**src/hdl/adcct_regs.svh**
```systemverilog
`ifndef ADCCT_REGS_SVH
`define ADCCT_REGS_SVH
// ----------------------------------------
// Register byte offsets
// ----------------------------------------
`define ADCCT_OFS_CTRL 4'h0
`define ADCCT_OFS_STAT 4'h4
`define ADCCT_OFS_ISTAT 4'h8
`define ADCCT_OFS_IMASK 4'hc
// ----------------------------------------
// Control fields
// ----------------------------------------
`define ADCCT_B_START 0
`define ADCCT_B_CONT 1
`define ADCCT_B_TURBO 2
`define ADCCT_RATE_LO 3
`define ADCCT_RATE_HI 5
`define ADCCT_VREF_LO 6
`define ADCCT_VREF_HI 7
`define ADCCT_B_PWDN 8
`define ADCCT_VREF_INT 2'h0
`define ADCCT_VREF_EXT 2'h1
// ----------------------------------------
// Status and interrupt fields
// ----------------------------------------
`define ADCCT_B_BUSY 0
`define ADCCT_B_RDYN 1
`define ADCCT_B_SETTLED 2
`define ADCCT_IRQ_DONE 0
`define ADCCT_IRQ_REF 1
// ----------------------------------------
// Timing: rates in kHz, modulator and lead in half oscillator cycles, times in ns
// ----------------------------------------
`define ADCCT_CLK_KHZ 17'h09c40
`define ADCCT_HALF_KHZ_NRM 17'h00800
`define ADCCT_HALF_KHZ_TRB 17'h01000
`define ADCCT_MOD_HALVES 3'h7
`define ADCCT_LEAD2_NRM 18'h00039
`define ADCCT_LEAD2_TRB 18'h000d2
`define ADCCT_REF_SETTLE_NS 25000
`define ADCCT_CLK_NS 25
// ----------------------------------------
// Conversion lengths in oscillator cycles
// ----------------------------------------
`define ADCCT_CONT_0 17'h0c7f8
`define ADCCT_CONT_1 17'h058fc
`define ADCCT_CONT_2 17'h02d0c
`define ADCCT_CONT_3 17'h0171c
`define ADCCT_CONT_4 17'h00c2c
`define ADCCT_CONT_5 17'h006bc
`define ADCCT_CONT_6 17'h0040c
`define ADCCT_SS_EXTRA_NRM 17'h00019
`define ADCCT_SS_EXTRA_TRB 17'h0001d
`define ADCCT_SS_EXTRA_TRB0 17'h00019
`endif

```
**src/hdl/adcct_pkg.sv**
```systemverilog
// ----------------------------------------
// Shared types of the timing block
// ----------------------------------------
package adcct_pkg;
    // Sequencer states
    typedef enum logic [1:0] {
        ADCCT_IDLE = 2'b00,
        ADCCT_LEAD = 2'b01,
        ADCCT_CONV = 2'b10
    } adcct_state_t;
    // Avalon-MM request from the master
    typedef struct packed {
        logic read;
        logic write;
        logic [3:0] address;
        logic [31:0] writedata;
    } adcct_avs_req_t;
    // Stored control fields
    typedef struct packed {
        logic pwdn;
        logic [1:0] vref;
        logic [2:0] rate;
        logic turbo;
        logic cont;
    } adcct_ctrl_t;
endpackage : adcct_pkg

```
**src/hdl/adcct_conv_timing.sv**
```systemverilog
// Functional notes
// - Modulator clock is oscillator divided by four
// - Oscillator 1.024 MHz normal, 2.048 MHz turbo
// - One settled result per conversion, none discarded
// - First conversion lead 28.5 or 105 cycles
// - Continuous period per rate, both modes
// - Normal single-shot start-to-ready per rate
// - Turbo single-shot start-to-ready per rate
// - Command latched at its bus acceptance point
// - Two-bit reference select, internal by default
//
// Decided for this implementation: the address map and the Avalon-MM interface to the registers.
`timescale 1ns/1ps
`default_nettype none
`include "adcct_regs.svh"
module adcct_conv_timing #(
    parameter int REF_SETTLE_NS = `ADCCT_REF_SETTLE_NS
) (
    input wire logic clk,
    input wire logic nrst,
    input wire logic ce,
    input wire adcct_pkg::adcct_avs_req_t avs_req,
    output logic [31:0] avs_readdata,
    output logic avs_waitrequest,
    output logic irq,
    output logic result_ready_n,
    output logic conv_done,
    output logic modulator_clk,
    output logic [2:0] rate_sel,
    output logic [1:0] ref_sel,
    output logic turbo_mode,
    output logic ref_settled
);
    import adcct_pkg::*;

    // ----------------------------------------
    // Constants
    // ----------------------------------------
    // Least settling time, rounded up
    localparam int SETTLE_CYC = (REF_SETTLE_NS + `ADCCT_CLK_NS - 1) / `ADCCT_CLK_NS;
    localparam logic [15:0] SETTLE_LD = 16'(SETTLE_CYC);

    // ----------------------------------------
    // Declarations
    // ----------------------------------------
    adcct_ctrl_t ctrl; // Stored control
    adcct_ctrl_t next_ctrl; // Control after a write
    adcct_state_t state; // Sequencer state
    logic ack; // Bus answer phase
    logic [15:0] phase; // Oscillator phase accumulator
    logic half_tick; // One half oscillator period
    logic [2:0] mod_cnt; // Modulator divider
    logic [17:0] cnt; // Remaining half periods
    logic rdy_n; // Ready level
    logic done_q; // Completion strobe
    logic [15:0] settle_cnt; // Reference settling count
    logic [1:0] irq_stat; // Sticky events
    logic [1:0] irq_mask; // Event enables

    // ----------------------------------------
    // Length lookup
    // ----------------------------------------
    // Continuous period in oscillator cycles
    function automatic logic [16:0] cont_len(input logic [2:0] r);
        logic [16:0] v;
        v = `ADCCT_CONT_6;
        unique case (r)
            3'h0: v = `ADCCT_CONT_0;
            3'h1: v = `ADCCT_CONT_1;
            3'h2: v = `ADCCT_CONT_2;
            3'h3: v = `ADCCT_CONT_3;
            3'h4: v = `ADCCT_CONT_4;
            3'h5: v = `ADCCT_CONT_5;
            default: v = `ADCCT_CONT_6; // Code 7 acts as fastest
        endcase
        return v;
    endfunction : cont_len

    // Single-shot delay from latch, in oscillator cycles
    function automatic logic [16:0] ss_len(input logic [2:0] r, input logic t);
        logic [16:0] e;
        e = `ADCCT_SS_EXTRA_NRM;
        if (t) begin
            e = (r == 3'h0) ? `ADCCT_SS_EXTRA_TRB0 : `ADCCT_SS_EXTRA_TRB;
        end
        return 17'(cont_len(r) + e);
    endfunction : ss_len

    // ----------------------------------------
    // Bus decode
    // ----------------------------------------
    wire req = avs_req.read | avs_req.write;
    // One wait state, then the answer
    assign avs_waitrequest = req & ~ack;
    wire wr_acc = avs_req.write & ack & ce;
    wire sel_ctrl = avs_req.address == `ADCCT_OFS_CTRL;
    wire sel_stat = avs_req.address == `ADCCT_OFS_STAT;
    wire sel_istat = avs_req.address == `ADCCT_OFS_ISTAT;
    wire sel_imask = avs_req.address == `ADCCT_OFS_IMASK;
    wire wr_ctrl = wr_acc & sel_ctrl;
    wire [31:0] wd = avs_req.writedata;

    // Fields as written
    assign next_ctrl.pwdn = wd[`ADCCT_B_PWDN];
    assign next_ctrl.vref = wd[`ADCCT_VREF_HI:`ADCCT_VREF_LO];
    assign next_ctrl.rate = wd[`ADCCT_RATE_HI:`ADCCT_RATE_LO];
    assign next_ctrl.turbo = wd[`ADCCT_B_TURBO];
    assign next_ctrl.cont = wd[`ADCCT_B_CONT];

    // latch at acceptance
    // Start bit is a command, never stored; ignored when the same write sets power-down
    wire start_cmd = wr_ctrl & wd[`ADCCT_B_START] & ~next_ctrl.pwdn;

    // ----------------------------------------
    // Read mux
    // ----------------------------------------
    wire [31:0] rd_ctrl = {23'h0, ctrl.pwdn, ctrl.vref, ctrl.rate, ctrl.turbo,
        ctrl.cont, 1'b0};
    wire [31:0] rd_stat = {29'h0, ref_settled, rdy_n, state != ADCCT_IDLE};
    // Unmapped offsets read as zero
    wire [31:0] rd_mux = sel_ctrl ? rd_ctrl :
        sel_stat ? rd_stat :
        sel_istat ? {30'h0, irq_stat} :
        sel_imask ? {30'h0, irq_mask} : 32'h0;

    // Answer timing and registered read data
    always_ff @(posedge clk) begin
        if (!nrst) begin
            ack <= 1'b0;
            avs_readdata <= 32'h0;
        end else if (ce) begin
            ack <= req & ~ack;
            avs_readdata <= rd_mux;
        end
    end

    // ----------------------------------------
    // Control register
    // ----------------------------------------
    // internal by default
    always_ff @(posedge clk) begin
        if (!nrst) begin
            ctrl <= '{pwdn: 1'b0, vref: `ADCCT_VREF_INT, rate: 3'h0,
                turbo: 1'b0, cont: 1'b0};
        end else if (ce && wr_ctrl) begin
            ctrl <= next_ctrl;
        end
    end

    assign ref_sel = ctrl.vref;
    assign rate_sel = ctrl.rate;
    assign turbo_mode = ctrl.turbo;

    // ----------------------------------------
    // Internal oscillator
    // ----------------------------------------
    // mode sets rate
    // Half-period ticks from a fractional accumulator: jitter is one
    // system clock, the average rate is exact
    wire [16:0] inc = ctrl.turbo ? `ADCCT_HALF_KHZ_TRB : `ADCCT_HALF_KHZ_NRM;
    wire [16:0] phase_sum = {1'b0, phase} + inc;
    wire wrap = phase_sum >= `ADCCT_CLK_KHZ;
    wire [16:0] phase_red = phase_sum - `ADCCT_CLK_KHZ;
    wire [15:0] next_phase = wrap ? phase_red[15:0] : phase_sum[15:0];

    // Accumulator and tick
    always_ff @(posedge clk) begin
        if (!nrst) begin
            phase <= 16'h0;
            half_tick <= 1'b0;
        end else if (ce) begin
            phase <= next_phase;
            half_tick <= wrap;
        end
    end

    // divide by four
    // Eight half periods make one modulator period
    always_ff @(posedge clk) begin
        if (!nrst) begin
            mod_cnt <= 3'h0;
        end else if (ce && half_tick) begin
            mod_cnt <= (mod_cnt == `ADCCT_MOD_HALVES) ? 3'h0 : 3'(mod_cnt + 3'h1);
        end
    end
    assign modulator_clk = mod_cnt[2];

    // ----------------------------------------
    // Conversion sequencer
    // ----------------------------------------
    // period per rate
    wire [17:0] cont2 = {cont_len(ctrl.rate), 1'b0};
    wire [17:0] ss2 = {ss_len(next_ctrl.rate, next_ctrl.turbo), 1'b0};
    wire [17:0] lead2 = next_ctrl.turbo ? `ADCCT_LEAD2_TRB : `ADCCT_LEAD2_NRM;
    wire last = half_tick && (cnt == 18'h1);
    wire mid = half_tick && (cnt == {1'b0, cont2[17:1]});

    // Sequencer: restart on any start, abort on power-down
    always_ff @(posedge clk) begin
        if (!nrst) begin
            state <= ADCCT_IDLE;
            cnt <= 18'h0;
        end else if (ce) begin
            if (start_cmd) begin
                state <= next_ctrl.cont ? ADCCT_LEAD : ADCCT_CONV;
                cnt <= next_ctrl.cont ? lead2 : ss2;
            end else if (ctrl.pwdn) begin
                state <= ADCCT_IDLE;
            end else begin
                unique case (state)
                    ADCCT_IDLE: begin
                        cnt <= 18'h0;
                    end
                    ADCCT_LEAD: begin
                        if (last) begin
                            state <= ADCCT_CONV;
                            cnt <= cont2;
                        end else if (half_tick) begin
                            cnt <= 18'(cnt - 18'h1);
                        end
                    end
                    ADCCT_CONV: begin
                        if (last) begin
                            state <= ctrl.cont ? ADCCT_CONV : ADCCT_IDLE;
                            cnt <= ctrl.cont ? cont2 : 18'h0;
                        end else if (half_tick) begin
                            cnt <= 18'(cnt - 18'h1);
                        end
                    end
                    default: begin
                        state <= ADCCT_IDLE;
                    end
                endcase
            end
        end
    end

    // ----------------------------------------
    // Ready and completion
    // ----------------------------------------
    wire conv_end = (state == ADCCT_CONV) && last && !ctrl.pwdn && !start_cmd;

    // falls at completion
    // Rises on a new start and mid-conversion, so every result shows a fresh
    // falling edge, also the last one after continuous mode is switched off
    always_ff @(posedge clk) begin
        if (!nrst) begin
            rdy_n <= 1'b1;
            done_q <= 1'b0;
        end else if (ce) begin
            done_q <= conv_end;
            if (conv_end) begin
                rdy_n <= 1'b0;
            end else if (start_cmd || (state == ADCCT_CONV && mid)) begin
                rdy_n <= 1'b1;
            end
        end
    end
    assign result_ready_n = rdy_n;
    // one settled result
    // Filter output strobe once per conversion; nothing dropped
    assign conv_done = done_q;

    // ----------------------------------------
    // Reference settling
    // ----------------------------------------
    wire leave_pd = wr_ctrl & ctrl.pwdn & ~next_ctrl.pwdn;
    wire to_int = wr_ctrl && ctrl.vref == `ADCCT_VREF_EXT &&
        next_ctrl.vref == `ADCCT_VREF_INT;

    // settle time shown
    // Counted after power-down exit and external-to-internal switch; reset loads zero
    always_ff @(posedge clk) begin
        if (!nrst) begin
            settle_cnt <= 16'h0;
        end else if (ce) begin
            if (leave_pd || to_int) begin
                settle_cnt <= SETTLE_LD;
            end else if (settle_cnt != 16'h0) begin
                settle_cnt <= 16'(settle_cnt - 16'h1);
            end
        end
    end
    // Reset is not counted: only the first cycle after release reads as unsettled
    logic boot; // First cycle after reset
    always_ff @(posedge clk) begin
        if (!nrst) begin
            boot <= 1'b1;
        end else if (ce) begin
            boot <= 1'b0;
        end
    end
    assign ref_settled = (settle_cnt == 16'h0) && !boot;
    wire settle_evt = settle_cnt == 16'h1;

    // ----------------------------------------
    // Interrupts
    // ----------------------------------------
    wire [1:0] irq_set = {settle_evt, conv_end};
    wire [1:0] irq_clr = (wr_acc & sel_istat) ? wd[1:0] : 2'h0;

    // Sticky bits, write one clears, a set in the same cycle wins
    always_ff @(posedge clk) begin
        if (!nrst) begin
            irq_stat <= 2'h0;
            irq_mask <= 2'h0;
        end else if (ce) begin
            irq_stat <= (irq_stat & ~irq_clr) | irq_set;
            if (wr_acc && sel_imask) begin
                irq_mask <= wd[1:0];
            end
        end
    end
    assign irq = |(irq_stat & irq_mask);

endmodule : adcct_conv_timing
`default_nettype wire

```
**config.mk**
```make
export PLATFORM = sky130hd
export DESIGN_NAME = adcct_conv_timing
export DESIGN_NICKNAME = d
export VERILOG_FILES = /design/src/hdl/adcct_pkg.sv /design/src/hdl/adcct_conv_timing.sv
export VERILOG_INCLUDE_DIRS = /design/src /design/src/hdl
export SDC_FILE = /design/constraint.sdc
export NUM_CORES = 1
export LEC_CHECK = 0
export ABC_CLOCK_PERIOD_IN_PS = 2520
export BUFFER_PORTS_ARGS = -buffer_cell sky130_fd_sc_hd__buf_2
export CAP_MARGIN = 5
export CORE_ASPECT_RATIO = 0.9
export CORE_MARGIN = 2
export CORE_UTILIZATION = 35
export CTS_BUF_LIST = sky130_fd_sc_hd__clkbuf_16
export CTS_CLUSTER_DIAMETER = 80
export DETAILED_ROUTE_END_ITERATION = 12
export SYNTH_ARGS = -nofsm -noshare
export SYNTH_HDL_FRONTEND = slang
export SYNTH_SLANG_ARGS = --single-unit
```
**constraint.sdc**
```tcl
create_clock -name clk -period 2.52 [get_ports clk]
set_clock_uncertainty 0.2 [all_clocks]
set_input_delay 0 -clock clk [delete_from_list [all_inputs] [get_ports clk]]
set_output_delay 0 -clock clk [all_outputs]
set_load 0.005 [all_outputs]
```
==> flow_metrics.py, run 1 <==
metrics = {
    "clock_tree": {
        "clk_pin_slew_worst_paths_ns": 0.06,
        "cts_sinks": 75,
        "root_buffer": "clkbuf_16",
        "clock_path_buffers": 2,
        "cts_max_level": 3,
        "cts_inserted_buffers": 9,
        "tritoncts": "yes",
        "clk_latency_ns": 0.34,
    },
    "placement": {
        "gp_congestion": 0.9782,
        "dp_hpwl_um": 10290,
        "portBuffers": 38,
        "dp_cells": 865,
    },
    "drt": {
        "routedWlPerCell_um": 15.82,
        "antenna_left": 0,
        "first_iter_violations": 474,
        "vias_per_cell": 5.430,
        "dr.pass1.iters": 5,
        "drc_errors": 0,
        "totalWireLength_um": 14270,
        "vias": 4898,
    },
    "run_status": {
        "status": "completed",
    },
    "sta": {
        "slew_viol_final": 0,
        "timing.fmax_mhz": 417.2,
        "hold_viol": 0,
        "setup_tns_ns": 0,
        "rsz0062_at_grt": "false",
        "setup_violations": 0,
        "worst_pin_slew_ns": 0.7201,
        "max-slew-margin-rel": 0.5193,
        "period_needed_ns": 2.397,
        "min_period_over_period": 0.9513,
    },
    "final_layout": {
        "n_fill_cell": 1354,
        "stdcell_count": 902,
        "insertedDiodeCount": 0,
        "area_delta_synth_final_pct": 20.70,
        "drive_gt1_frac": 0.1735,
        "nNetsFinal": 760,
        "utilization": 0.4292,
    },
    "global_routing": {
        "grt_first_pass_wirelength_um": 22620,
        "grt_pass1_vias": 4494,
        "grt_antenna_before_repair": 0,
        "grt_max_degree": 39,
        "grt-ovfl-total": 0,
        "grtUsageTotal": 0.1909,
    },
    "floorplanning": {
        "die_area_um2": 15090,
        "coreArea_um2": 13900,
        "initial_utilization": 0.3556,
        "row_count": 41,
        "pin_count": 85,
        "die_w_um": 129.3,
        "die_h_um": 116.7,
    },
    "logic_synthesis": {
        "synth_warnings": 0,
        "yosysMostFrequentCell": "dfxtp_1",
        "synth_compound_area_frac": 0.1994,
        "synth-simple-area-share": 0.2683,
        "yosysTopAreaCell": "dfxtp_1",
        "synthXorXnorAreaFrac": 0.06378,
        "yosysSeqAreaShare": 0.3037,
        "synthAdderAreaFrac": 0.03948,
        "yosysTopAreaCellShare": 0.3037,
        "synth.ff_latch_count": 75,
        "synthDistinctLibCells": 70,
        "synthTopCellsByCount": "75 x dfxtp_1, 63 x nor2_1, 55 x a21oi_1, 55 x nand2_1, 40 x o21ai_0",
        "synth_edf_count": 0,
        "synthFlopType": "dfxtp_1",
        "async_flop_share": 0,
        "synth_top_family_by_area": "simple AND/OR/NAND/NOR gates",
        "synth_area_um2": 4943,
        "synthMuxAreaShare": 0.03316,
        "yosys-top-cells-area": "dfxtp_1 30%, a21oi_1 5.6%, nor2_1 4.8%",
        "synthCells": 635,
        "syn_avg_cell_area_um2": 7.785,
    },
    "pwr": {
        "powerDensity_nw_per_um2": 633.7,
        "peakVddDrop_v": 0.0007356,
        "leakagePower_nw": 2.274,
    },
    "setup_path": {
        "critPathLaunchType": "register",
        "cp_max_fo": 7,
        "cp.arrival_ns": 2.43,
        "worstSetupPathType": "register to register",
        "cp_data_required_time_ns": 2.55,
        "end_kind": "register",
    },
    "hold_path": {
        "hp-class": "input pin to register",
    },
    "run": {
        "cap_viol_max_count": 0,
    },
}
logic make-up after synthesis:
group / count (synthesis)
DFF: 75
and+or+nand+nor: 247
adders and majority gates: 15
buffers and inverters: 86
AOI/OAI and AO/OA: 160
xor gates and xnor gates: 36
other: 1
muxes: 15
metal layers:
metal	track usage	wire length (µm)	vias to the layer above
met4	0.06449	257	0
met2	0.2937	6180	224
met3	0.04993	1243	26
met1	0.2601	6592	2277
met5	0	0	-
li1	-	-	2371
sequential cells by signal (all words and copies together), names as in the netlist, 3 cells and up:
signal	flops
settle_cnt	16
cnt	18
rate_sel	3
phase	10
avs_readdata	9
mod_cnt	3
area by class of cell:
class                           count  area (µm²)  share of cell area
Timing Repair Buffer              101       725.7              0.1216
Inverter                           21       78.83             0.01321
Clock inverter                      7       61.31             0.01027
Clock buffer                        9       225.2             0.03774
Multi-Input combinational cell    496        3132              0.5248
Tap cell                          193       241.5             0.04047
Sequential cell                    75        1503              0.2518
timing repair:
action                                 in CTS  in global routing
setup buffers                               0                  1
gates resized for setup                     2                  8
endpoints found under the hold margin      35                  0
pin swaps                                   0                  2
hold buffers                               20                  0
setup endpoints to repair                   1                 16
cell usage in the layout, fill, tap and decap left out, types with 16 or more instances in the layout:
cell type	synthesis	final
nor2_1	63	63
o21ai_0	40	40
nand2_1	55	55
buf_2	7	38
dfxtp_1	75	74
xnor2_1	20	19
xor2_1	16	16
buf_4	28	42
nand3_1	22	20
conb_1	1	23
inv_1	20	22
nor4_1	19	18
dlygate4sd3_1	0	20
a21oi_1	55	54
worst paths after layout:
| check | endpoint | slack [ns] | cells past startpoint | startpoint |
|---|---|---|---|---|
| hold reg to reg | irq_stat[1] | 0.28 | 2 | irq_stat[1] |
| hold / removal | phase[11] | 0.06 | 3 | ce |
| setup / recovery | phase[8] | 0.12 | 9 | turbo_mode |
| setup reg to reg | phase[8] | 0.12 | 9 | turbo_mode |
power by group:
| group | total, mW | internal, mW | leakage [nW] | switching [mW] |
|---|---|---|---|---|
| clock network | 1.27 | 0.755 | 0.143 | 0.514 |
| logic | 1.08 | 0.481 | 1.52 | 0.601 |
| registers | 1.43 | 1.30 | 0.610 | 0.127 |
through the flow:
| step | total power, mW | instance area, µm² | setup slack, ns | hold WS, ns |
|---|---|---|---|---|
| 2_1_floorplan | 2.287 | 5032 | 0.01018 | -0.07491 |
| 3_3_place_gp | 2.474 | 5423 | 0.02484 | 0.05442 |
| 3_5_place_dp | 2.495 | 5423 | 0.01159 | 0.07021 |
| 4_1_cts | 3.789 | 5928 | 0.003960 | 0.04804 |
| 5_1_grt | 3.980 | 5967 | 0.002479 | 0.08549 |
| 6_report | 3.781 | 5967 | 0.1228 | 0.06193 |
critical path, cell delays in order (launching register included):
cell	delay (ns)
dfxtp_2	0.32
inv_1	0.06
ha_2	0.20
fa_1	0.53
nand3_2	0.13
o221ai_4	0.29
buf_4	0.17
nand4_1	0.10
xnor2_1	0.15
and2_1	0.15
Note: power is estimated with default switching activity, not from simulation.
==> run 2, diff against run 1 <==
CORE_MARGIN = unset   (was 2)
==> flow_metrics.py, run 2 (synthesis gave the netlist of run 1 again) <==
metrics = {
    "run_status": {
        "status": "completed",
    },
    "setup_path": {
        "endpoint": "phase[14]",
        "worstSetupPathType": "register to register",
        "cp_top_family": "adder cells",
        "max_stage_delay_ns": 0.58,
        "crit_start": "turbo_mode",
        "critical-path-slowest-cell": "fa_1",
        "rrSetupSlack_ns": 0.09,
        "cp_cell_sequence": "inv_2 > ha_4 > fa_1 > nand3_2 > o221ai_4 > nand4_1 > mux2i_1 > mux2i_1",
        "r2r_start": "turbo_mode",
        "cp.arrival_ns": 2.51,
        "path_buf_inv": 1,
        "critPathLaunchType": "register",
        "reg2reg_depth": 8,
        "cp_data_required_time_ns": 2.59,
        "reg2reg_to": "phase[14]",
        "crit_cells": 8,
        "cp_max_fo": 8,
        "end_kind": "register",
        "timing.critical_path.mode_cell": "mux2i_1",
    },
    "floorplanning": {
        "coreArea_um2": 13560,
        "pin_count": 85,
        "die_w_um": 127.3,
        "die_h_um": 114.7,
        "row_count": 40,
        "die_area_um2": 14600,
        "initial_utilization": 0.3645,
    },
    "placement": {
        "pre_cts_slack_ns": 0.01408,
        "dp_cells": 859,
        "dp_hpwl_um": 10470,
        "gp_congestion": 0.9110,
        "place_area_um2": 5403,
        "portBuffers": 38,
    },
    "final_layout": {
        "drive_gt1_frac": 0.1709,
        "n_fill_cell": 1350,
        "stdcell_count": 897,
        "final_common_cell": "dfxtp_1",
        "regMostFlops": "cnt",
        "area_delta_synth_final_pct": 20.93,
        "layout_common_cells": "74 x dfxtp_1, 62 x nor2_1, 55 x nand2_1",
        "top_regs": "cnt: 18 flops, settle_cnt: 16 flops, phase: 10 flops",
        "largest_register_ffs": 18,
        "insertedDiodeCount": 0,
        "nNetsFinal": 759,
        "design_area_um2": 5978,
        "utilization": 0.4408,
    },
    "pwr": {
        "report.power.total_mw": 3.918,
        "powerDensity_nw_per_um2": 655.4,
        "peakVddDrop_v": 0.0007190,
        "leakagePower_nw": 2.282,
    },
    "global_routing": {
        "grt_antenna_before_repair": 0,
        "grt_max_degree": 38,
        "grtUsageTotal": 0.2047,
        "grt_pass1_vias": 4588,
        "grt_first_pass_wirelength_um": 23430,
        "grt-ovfl-total": 0,
    },
    "sta": {
        "max-slew-margin-rel": 0.6305,
        "worst_slack_ns": 0.08841,
        "min_period_over_period": 0.9649,
        "slew_viol_final": 0,
        "period_needed_ns": 2.432,
        "rsz0062_at_grt": "true",
        "hold_viol": 0,
        "worst_pin_slew_ns": 0.5471,
        "setup_violations": 0,
        "timing.fmax_mhz": 411.3,
    },
    "clock_tree": {
        "clk_pin_slew_worst_paths_ns": 0.06,
        "cts_max_level": 3,
        "cts_sinks": 75,
        "cts_inserted_buffers": 9,
        "clk_latency_ns": 0.35,
        "root_buffer": "clkbuf_16",
        "tritoncts": "yes",
        "clock_path_buffers": 2,
    },
    "drt": {
        "routedWlPerCell_um": 16.20,
        "vias_per_cell": 5.495,
        "vias": 4929,
        "antenna_left": 0,
        "dr.pass1.iters": 5,
        "totalWireLength_um": 14530,
        "drc_errors": 0,
        "first_iter_violations": 489,
    },
    "hold_path": {
        "hp-class": "input pin to register",
    },
    "run": {
        "cap_viol_max_count": 0,
    },
}
==> run 2: final cells by class <==
type                            instances  area (µm²)  share of cell area
Multi-Input combinational cell        496        3129              0.5234
Sequential cell                        75        1503              0.2514
Timing Repair Buffer                  100       720.7              0.1206
Inverter                               21       78.83             0.01319
Clock buffer                            9       225.2             0.03767
Tap cell                              189       236.5             0.03956
Clock inverter                          7       85.08             0.01423
==> run 2: timing repair <==
action	4_1_cts	5_1_grt
setup endpoints to repair	4	12
setup buffers	0	1
pin swaps	0	4
hold endpoints to repair	37	0
resized for setup	1	9
hold buffers	21	0
==> run 2: layer usage <==
layer	track usage	part of all wire
met3	0.05444	0.075
met2	0.3148	0.43
met1	0.2773	0.47
met4	0.06984	0.019
met5	0	0
==> run 2: power breakdown <==
| group | switching (mW) | internal (mW) | leakage (nW) |
|---|---|---|---|
| sequential | 0.124 | 1.30 | 0.610 |
| combinational | 0.626 | 0.492 | 1.51 |
| clock | 0.515 | 0.856 | 0.159 |
==> run 2: worst min-delay path by stage <==
stage | slack [ns] | to | depth (start not counted) | startpoint
detailed placement | 0.07 | ref_sel[1] | 3 | avs_req[7]
global route | 0.25 | irq_stat[1] | 5 | avs_req[36]
global placement | 0.06 | ref_sel[1] | 3 | avs_req[7]
floorplan | -0.07 | avs_waitrequest | 2 | avs_req[37]
finish | 0.23 | irq_stat[1] | 5 | avs_req[36]
CTS | 0.23 | irq_stat[1] | 5 | avs_req[36]
==> run 2: through the flow <==
stage               setup TNS, ns  hold WS [ns]
floorplan                       0      -0.07491
global placement                0       0.05678
detailed placement              0       0.06910
CTS                             0        0.2267
global route             -0.02868        0.2505
finish                          0        0.2302
==> run 2: worst register-to-register path: stages (launching register included) <==
cell	delay (ns)
dfxtp_2	0.33
inv_2	0.05
ha_4	0.17
fa_1	0.59
nand3_2	0.14
o221ai_4	0.32
nand4_1	0.18
mux2i_1	0.21
mux2i_1	0.19
